<file path="config.mk">
export PLATFORM = sky130hd
export DESIGN_NAME = mol_bias_calc
export DESIGN_NICKNAME = d
export VERILOG_FILES = /design/src/mol_pkg.sv /design/src/mol_bias_calc.sv
export SDC_FILE = /design/constraint.sdc
export NUM_CORES = 1
export LEC_CHECK = 0
export BUFFER_PORTS_ARGS = -buffer_cell sky130_fd_sc_hd__buf_2
export CORE_UTILIZATION = 53
export DETAILED_ROUTE_END_ITERATION = 16
export PLACE_DENSITY = 0.8
export SETUP_SLACK_MARGIN = 0.02
export SYNTH_ARGS = -nofsm -noshare
export SYNTH_HDL_FRONTEND = slang
export SYNTH_SLANG_ARGS = --single-unit
export TNS_END_PERCENT = 5
</file>
<file path="constraint.sdc">
create_clock -name vclk -period 115.5
set_input_delay 23.1 -clock vclk [all_inputs]
set_output_delay 23.1 -clock vclk [all_outputs]
set_load 0.1 [all_outputs]
</file>
<file path="src/mol_pkg.sv">
// Purpose: Shared constants and types for the motor overload thermal model.
// Assumes: Content values are in tenths of a percent (0..1000 = 0..100.0 %).
// Notes: Register offsets are byte addresses on a 32-bit AXI4-Lite slave.
package mol_pkg;

  // ---------------------------------------------------------------
  // Content scale
  // ---------------------------------------------------------------
  localparam logic [9:0] MOL_FULL = 10'd1000;
  localparam logic [9:0] MOL_BIAS_TOP = 10'd999;
  localparam logic [9:0] MOL_DISABLED_CAP = 10'd990;
  localparam logic [9:0] MOL_MARGIN_NUM = 10'd5;
  localparam logic [9:0] MOL_MARGIN_DEN = 10'd4;
  localparam int MOL_START_HISTORY = 4;
  localparam int MOL_COOL_TAU_DIV = 5;

  // ---------------------------------------------------------------
  // Timing
  // ---------------------------------------------------------------
  localparam int MOL_CLK_HZ = 100_000_000;
  localparam int MOL_TICK_MS = 100;
  localparam int MOL_TICK_CYCLES = MOL_CLK_HZ / 1000 * MOL_TICK_MS;

  // ---------------------------------------------------------------
  // Register map
  // ---------------------------------------------------------------
  localparam logic [7:0] MOL_REG_CTRL = 8'h00;
  localparam logic [7:0] MOL_REG_CLASS = 8'h04;
  localparam logic [7:0] MOL_REG_BIAS = 8'h08;
  localparam logic [7:0] MOL_REG_COOL = 8'h0C;
  localparam logic [7:0] MOL_REG_CONTENT = 8'h10;
  localparam logic [7:0] MOL_REG_LOCKOUT = 8'h14;
  localparam logic [7:0] MOL_REG_IRQ_STAT = 8'h18;
  localparam logic [7:0] MOL_REG_IRQ_MASK = 8'h1C;

  // Control register fields.
  localparam int MOL_CTRL_INDEP_BIT = 0;
  localparam int MOL_CTRL_EMRST_BIT = 1;
  localparam int MOL_CTRL_HC_LSB = 8;
  // Class register fields: a class of zero means Off.
  localparam int MOL_CLASS_START_LSB = 0;
  localparam int MOL_CLASS_RUN_LSB = 8;
  // Bias temperature fields, degrees C.
  localparam int MOL_BIAS_MIN_LSB = 0;
  localparam int MOL_BIAS_MID_LSB = 10;
  localparam int MOL_BIAS_MAX_LSB = 20;
  // Interrupt status bits.
  localparam int MOL_IRQ_BIAS = 0;
  localparam int MOL_IRQ_EMRST = 1;
  localparam int MOL_IRQ_LOCK = 2;
  localparam int MOL_IRQ_START = 3;

  // Reset values.
  localparam logic [31:0] MOL_CTRL_RST = 32'h0002_5800;
  localparam logic [31:0] MOL_CLASS_RST = 32'h0000_0A0A;
  localparam logic [31:0] MOL_BIAS_RST = 32'h0962_0828;
  localparam logic [31:0] MOL_COOL_RST = 32'h0000_0708;

  typedef enum logic [2:0] {
    MOL_STOPPED,
    MOL_KICK,
    MOL_ACCEL,
    MOL_RUN_PRE_UTS,
    MOL_RUN_UTS,
    MOL_DECEL
  } mol_phase_t;

  typedef struct packed {
    logic [9:0] current_pct;
    logic [9:0] derate_pct;
    logic [9:0] stator_temp;
    mol_phase_t phase;
    logic [9:0] heat_step;
  } mol_meas_t;

  function automatic logic [9:0] mol_min10(input logic [9:0] a, input logic [9:0] b);
    mol_min10 = (a < b) ? a : b;
  endfunction

endpackage

</file>
<file path="src/mol_bias_calc.sv">
// Purpose: Maps the hottest stator temperature to a bias thermal value.
// Assumes: Temperatures in degrees C, ratio and result in tenths of a percent.
// Notes: Combinational; the division is sized for a single tick of settling.
`timescale 1ns/1ps
module mol_bias_calc
  import mol_pkg::*;
(
  input wire logic [9:0] temp_in,
  input wire logic [9:0] bias_min_temperature_in,
  input wire logic [9:0] bias_mid_temperature_in,
  input wire logic [9:0] bias_max_temperature_in,
  input wire logic [9:0] hot_to_cold_ratio_in,
  output logic [9:0] bias_thermal_value_out
);

  logic [19:0] num;
  logic [9:0] span;
  logic [19:0] quo;

  always_comb begin
    num = 20'd0;
    span = 10'd1;
    bias_thermal_value_out = 10'd0;
    if (temp_in < bias_min_temperature_in) begin
      bias_thermal_value_out = 10'd0;
    end else if (temp_in < bias_mid_temperature_in) begin
      num = (temp_in - bias_min_temperature_in) * hot_to_cold_ratio_in;
      span = bias_mid_temperature_in - bias_min_temperature_in;
      bias_thermal_value_out = quo[9:0];
    end else if (temp_in <= bias_max_temperature_in && bias_max_temperature_in != bias_mid_temperature_in) begin
      num = (temp_in - bias_mid_temperature_in) * (MOL_BIAS_TOP - hot_to_cold_ratio_in);
      span = bias_max_temperature_in - bias_mid_temperature_in;
      bias_thermal_value_out = 10'(quo[9:0] + hot_to_cold_ratio_in);
    end else begin
      bias_thermal_value_out = MOL_BIAS_TOP;
    end
  end

  assign quo = (span == 10'd0) ? 20'd0 : num / {10'd0, span};

endmodule

</file>
==> results of run 1 <==
cells in the final DEF (no fill, tap or decap), drive strengths merged, types with 12 or more instances in the layout:
cell / count
inv: 385
ha: 304
nand2: 254
nor2: 235
fa: 209
a21oi: 131
o21ai: 118
xnor2: 104
nor3: 100
o21a: 97
buf: 87
a21o: 64
nand2b: 48
o31ai: 47
xor2: 43
nor2b: 40
and2: 40
mux2: 33
nand3: 30
a211oi: 26
a31oi: 23
mux2i: 18
or3: 16
nand4: 16
or2: 16
a21boi: 15
and3: 14
o211ai: 14
o21bai: 13
o22ai: 12
nor3b: 12
nor4: 12
path summary, 6_finish.rpt:
check,end,slack (ns),cells past startpoint
worst min-delay path,bias_thermal_value_out[9],47.28,5
worst max-delay path,bias_thermal_value_out[9],9.31,267
through the flow:
step                      hold WS, ns  utilization (%)
after detailed placement        47.25             56.4
final                           47.28             56.4
after global routing            47.34             56.4
after floorplan                 46.89                -
after CTS                       47.26             56.4
after global placement          47.24             56.4
kinds of logic after synthesis:
family,after synthesis,share of synthesized area [%]
muxes,51,2.69
buffers and inverters,461,8.57
adders and majority gates,514,38.9
AOI/OAI and AO/OA,677,23.4
and+or+nand+nor,859,20.2
xor gates and xnor gates,147,6.27
critical path: cells and delay by family:
kind | cells | cell delay (ns)
compound gates | 150 | 32.45
simple gates | 63 | 12.13
fa+ha+maj | 29 | 9.90
buf+inv | 17 | 2.47
xor+xnor | 4 | 1.52
mux | 4 | 1.37
routing by layer:
layer	track usage (%)	vias to the layer above	share of wire, %
met1	40.9	9548	43
met5	0	-	0
met2	51.3	951	45
met4	8.83	0	3.5
met3	3.00	165	8.7
li1	-	9402	-
cell type report:
class              instances  area [um2]  share of cell area [%]
inverters                385        1450                    6.76
multi-input cells       2248       18800                    87.9
well taps                511         639                    2.99
repair buffers            87         503                    2.35
==> impl_metrics.xml, run 1 <==
<?xml version="1.0" encoding="UTF-8"?>
<metrics>
  <group name="sta">
    <metric name="tns" unit="ns">0</metric>
    <metric name="max_freq" unit="MHz">9.42</metric>
    <metric name="hold_violations" unit="">0</metric>
    <metric name="max_slew_headroom" unit="%">9.45</metric>
    <metric name="timing_worst_slew_pin_value" unit="ns">1.35</metric>
    <metric name="grt_setup_unrepaired" unit="">no</metric>
    <metric name="post-route-worst-setup-slack" unit="ns">9.31</metric>
    <metric name="layout_worst_path_cycle_share" unit="%">91.9</metric>
    <metric name="setup_viol" unit="">0</metric>
    <metric name="timing.final.crit_period" unit="ns">106.19</metric>
    <metric name="maxSlewViolCount" unit="">0</metric>
  </group>
  <group name="placed_design">
    <metric name="post-place-ws" unit="ns">10.22</metric>
    <metric name="dp_cells" unit="">3231</metric>
    <metric name="buffer_ports.inserted" unit="">60</metric>
    <metric name="finalWeightedCongestion" unit="">1.02</metric>
    <metric name="placement.cell_area" unit="mm2">0.0214</metric>
    <metric name="post-dp-hpwl" unit="um">49800</metric>
  </group>
  <group name="floorplan">
    <metric name="floorplan.initialDensity" unit="%">54.2</metric>
    <metric name="die-width" unit="um">199</metric>
    <metric name="fp.coreArea" unit="mm2">0.0379</metric>
    <metric name="core.rowCount" unit="">71</metric>
    <metric name="design.die.area" unit="mm2">0.0396</metric>
    <metric name="design.portCount" unit="">60</metric>
    <metric name="die-height" unit="um">199</metric>
  </group>
  <group name="global_routing">
    <metric name="grt_util_all_layers" unit="%">30.4</metric>
    <metric name="grt_max_degree" unit="">38</metric>
    <metric name="first_global_vias" unit="">19700</metric>
    <metric name="wire_length_of_the_first_global_routing_pass" unit="um">97600</metric>
    <metric name="globalRouteOverflowTotal" unit="">0</metric>
    <metric name="grt_antenna_before_repair" unit="">0</metric>
  </group>
  <group name="logic_synthesis">
    <metric name="yosys-top-cells-area" unit="">sky130_fd_sc_hd__fa_1, sky130_fd_sc_hd__ha_1, sky130_fd_sc_hd__inv_1</metric>
    <metric name="netlist.area_leader.share" unit="%">20.4</metric>
    <metric name="synth.net_count" unit="">3272</metric>
    <metric name="syn_avg_cell_area" unit="um2">7.59</metric>
    <metric name="synth.yosys.warnings" unit="">0</metric>
    <metric name="synth_most_common_cell" unit="">sky130_fd_sc_hd__inv_1</metric>
    <metric name="syn_inst" unit="">2709</metric>
    <metric name="synth_top_area_cell" unit="">sky130_fd_sc_hd__fa_1</metric>
    <metric name="netlist_area" unit="mm2">0.0205</metric>
    <metric name="post_synth_most_frequent_cells" unit="">sky130_fd_sc_hd__inv_1, sky130_fd_sc_hd__ha_1, sky130_fd_sc_hd__nand2_1</metric>
    <metric name="ys_seq_area_share" unit="%">0</metric>
    <metric name="yosys.cell_types.count" unit="">107</metric>
  </group>
  <group name="worst_setup_path">
    <metric name="startpoint_type" unit="">primary input</metric>
    <metric name="critical_path.startpoint" unit="">bias_min_temperature_in[1]</metric>
    <metric name="crit_path_max_fanout" unit="">21</metric>
    <metric name="crit_type" unit="">in -&gt; out</metric>
    <metric name="timing.critical_path.slowest_cell_delay" unit="ns">1.07</metric>
    <metric name="cell_mode_on_critical_path" unit="">sky130_fd_sc_hd__o21a_1</metric>
    <metric name="worstPathRequired" unit="ns">92.40</metric>
    <metric name="timing.critical_path.arrival" unit="ns">83.09</metric>
    <metric name="critical_path.slowest_cell" unit="">sky130_fd_sc_hd__xnor2_1</metric>
    <metric name="end_kind" unit="">primary output</metric>
  </group>
  <group name="final_layout">
    <metric name="seq_cells" unit="">0</metric>
    <metric name="diodes" unit="">0</metric>
    <metric name="finalInstanceArea" unit="mm2">0.0214</metric>
    <metric name="post_layout_nonfiller_instances" unit="">3231</metric>
    <metric name="final_net_count" unit="">3285</metric>
    <metric name="seq_cell_area" unit="um2">0</metric>
    <metric name="ratio_of_cells_with_drive_above_1_in_the_final_layout" unit="%">6.91</metric>
    <metric name="filler_cell_count" unit="">3543</metric>
    <metric name="num-clock-buffers" unit="">0</metric>
    <metric name="area_delta_synth_final" unit="%">4.04</metric>
  </group>
  <group name="min_path">
    <metric name="hold_path_class" unit="">in -&gt; out</metric>
    <metric name="hp-start" unit="">hot_to_cold_ratio_in[9]</metric>
  </group>
  <group name="route">
    <metric name="num_vias" unit="">20100</metric>
    <metric name="drt_first_pass_iters" unit="">9</metric>
    <metric name="routed_wl" unit="um">60000</metric>
    <metric name="routedWlPerCell" unit="um">18.6</metric>
    <metric name="drt_drc_violations_left" unit="">0</metric>
    <metric name="drt_first_iter_violations" unit="">1786</metric>
    <metric name="post_drt_via_cell_ratio" unit="">6.21</metric>
    <metric name="route.antenna.remaining_nets" unit="">0</metric>
  </group>
  <group name="cts">
    <metric name="cts-resized-gates" unit="">0</metric>
    <metric name="cts-hold-fix-buffers" unit="">0</metric>
    <metric name="post-cts-setup-buffer-count" unit="">0</metric>
  </group>
  <group name="run">
    <metric name="timing.max_cap.violations" unit="">0</metric>
  </group>
  <group name="outcome">
    <metric name="status" unit="">finished clean</metric>
  </group>
</metrics>
Power of run 1 is left out: the tool's default activity adds up to more than one toggle a clock period on the data nets, which glitch-free logic cannot reach.
==> run 2, diff against run 1 <==
==> constraint.sdc (replaced) <==
create_clock -name vclk -period 99.8
set_input_delay 19.96 -clock vclk [all_inputs]
set_output_delay 19.96 -clock vclk [all_outputs]
set_load 0.1 [all_outputs]
==> run 2 against run 1 <==
  * Routed wire length grew 0.91%
  * Critical path depth shrank 1
  * Die area is the same
  * Global-route usage grew 0.19 points
  * Core utilization grew 0.54 points
  * Critical endpoint is now bias_thermal_value_out[8]
  * Worst setup slack lost 5.0 ns
  * Final cell count grew 0.40%
  * Flip-flop and latch count is the same
  * Non-clock buffer count grew 13
  * Largest cell class unchanged
  * Worst hold slack lost 6.4 ns
==> impl_metrics.xml, run 2 (synthesis gave the netlist of run 1 again) <==
<?xml version="1.0" encoding="UTF-8"?>
<metrics>
  <group name="sta">
    <metric name="grt_setup_unrepaired" unit="">no</metric>
    <metric name="hold-worst-slack" unit="ns">40.88</metric>
    <metric name="timing.final.crit_period" unit="ns">95.53</metric>
    <metric name="max_slew_headroom" unit="%">10.5</metric>
    <metric name="tns" unit="ns">0</metric>
    <metric name="max_freq" unit="MHz">10.5</metric>
    <metric name="maxSlewViolCount" unit="">0</metric>
    <metric name="hold_violations" unit="">0</metric>
    <metric name="layout_worst_path_cycle_share" unit="%">95.7</metric>
    <metric name="timing_worst_slew_pin_value" unit="ns">1.33</metric>
    <metric name="setup_viol" unit="">0</metric>
    <metric name="post-route-worst-setup-slack" unit="ns">4.27</metric>
  </group>
  <group name="global_routing">
    <metric name="grt_util_all_layers" unit="%">30.6</metric>
    <metric name="wire_length_of_the_first_global_routing_pass" unit="um">97900</metric>
    <metric name="globalRouteOverflowTotal" unit="">0</metric>
    <metric name="grt_max_degree" unit="">38</metric>
    <metric name="first_global_vias" unit="">19800</metric>
    <metric name="grt_antenna_before_repair" unit="">0</metric>
  </group>
  <group name="final_layout">
    <metric name="final_cell_mix" unit="">sky130_fd_sc_hd__inv_1, sky130_fd_sc_hd__ha_1, sky130_fd_sc_hd__nand2_1</metric>
    <metric name="ratio_of_cells_with_drive_above_1_in_the_final_layout" unit="%">8.12</metric>
    <metric name="seq_cell_area" unit="um2">0</metric>
    <metric name="final_net_count" unit="">3298</metric>
    <metric name="diodes" unit="">0</metric>
    <metric name="most_common_library_cell_in_the_layout_ignoring_fill_and_taps" unit="">sky130_fd_sc_hd__inv_1</metric>
    <metric name="num-clock-buffers" unit="">0</metric>
    <metric name="post-route-util" unit="%">56.9</metric>
    <metric name="area_delta_synth_final" unit="%">5.04</metric>
    <metric name="seq_cells" unit="">0</metric>
  </group>
  <group name="worst_setup_path">
    <metric name="crit_path_max_fanout" unit="">21</metric>
    <metric name="critical_path.slowest_cell" unit="">sky130_fd_sc_hd__xnor2_1</metric>
    <metric name="crit_type" unit="">in -&gt; out</metric>
    <metric name="timing.critical_path.arrival" unit="ns">75.57</metric>
    <metric name="cell_mode_on_critical_path" unit="">sky130_fd_sc_hd__o21a_1</metric>
    <metric name="count_of_buffering_cells_on_the_critical_path_with_inverters_included" unit="">18</metric>
    <metric name="end_kind" unit="">primary output</metric>
    <metric name="timing.critical_path.slowest_cell_delay" unit="ns">1.05</metric>
    <metric name="path_delay_family" unit="">compound AO/OA/AOI/OAI gates</metric>
    <metric name="startpoint_type" unit="">primary input</metric>
    <metric name="worstPathRequired" unit="ns">79.84</metric>
  </group>
  <group name="floorplan">
    <metric name="die-height" unit="um">199</metric>
    <metric name="core.rowCount" unit="">71</metric>
    <metric name="floorplan.initialDensity" unit="%">54.2</metric>
    <metric name="fp.coreArea" unit="mm2">0.0379</metric>
    <metric name="design.portCount" unit="">60</metric>
    <metric name="die-width" unit="um">199</metric>
    <metric name="design.die.area" unit="mm2">0.0396</metric>
  </group>
  <group name="outcome">
    <metric name="status" unit="">finished clean</metric>
  </group>
  <group name="route">
    <metric name="route.antenna.remaining_nets" unit="">0</metric>
    <metric name="routedWlPerCell" unit="um">18.7</metric>
    <metric name="post_drt_via_cell_ratio" unit="">6.19</metric>
    <metric name="drt_first_iter_violations" unit="">1590</metric>
    <metric name="num_vias" unit="">20100</metric>
    <metric name="drt_drc_violations_left" unit="">0</metric>
    <metric name="routed_wl" unit="um">60500</metric>
    <metric name="drt_first_pass_iters" unit="">6</metric>
  </group>
  <group name="placed_design">
    <metric name="post-place-ws" unit="ns">1.25</metric>
    <metric name="buffer_ports.inserted" unit="">60</metric>
    <metric name="post-dp-hpwl" unit="um">49900</metric>
    <metric name="finalWeightedCongestion" unit="">1.01</metric>
  </group>
  <group name="min_path">
    <metric name="hold_path_class" unit="">in -&gt; out</metric>
  </group>
  <group name="run">
    <metric name="timing.max_cap.violations" unit="">0</metric>
  </group>
</metrics>
## run 2: worst paths after layout
check / end / cells past startpoint / startpoint / slack [ns]
setup / recovery: bias_thermal_value_out[8] / 266 / bias_min_temperature_in[1] / 4.27
hold / removal: bias_thermal_value_out[9] / 5 / hot_to_cold_ratio_in[9] / 40.88
## run 2: area by class of cell
| type | count | area, um2 |
|---|---|---|
| Timing Repair Buffer | 100 | 607 |
| Fill cell | 3490 | 16300 |
| Tap cell | 511 | 639 |
| Inverter | 385 | 1450 |
| Multi-Input combinational cell | 2248 | 18900 |
## run 2: timing repair
item / 4_1_cts / 5_1_grt
endpoints found under the setup margin: 0 / 10
buffers inserted: 0 / 13
hold buffers: 0 / 0
gates resized for setup: 0 / 33
## run 2: per-layer routing
metal  vias to the layer above  global-route usage (%)  routed length (um)
li1                       9424                       -                   -
met1                      9603                    40.1               25700
met2                       917                    51.9               27400
met3                       141                    4.20                5540
met4                         0                    8.97                1890
met5                         -                       0                   0
## run 2: metrics by stage
stage	cells	area [um2]
global placement	3231	21400
finish	3244	21600
floorplan	2709	20500
detailed placement	3231	21400
global route	3244	21600
CTS	3231	21400
Power of run 2 is left out for the same reason.
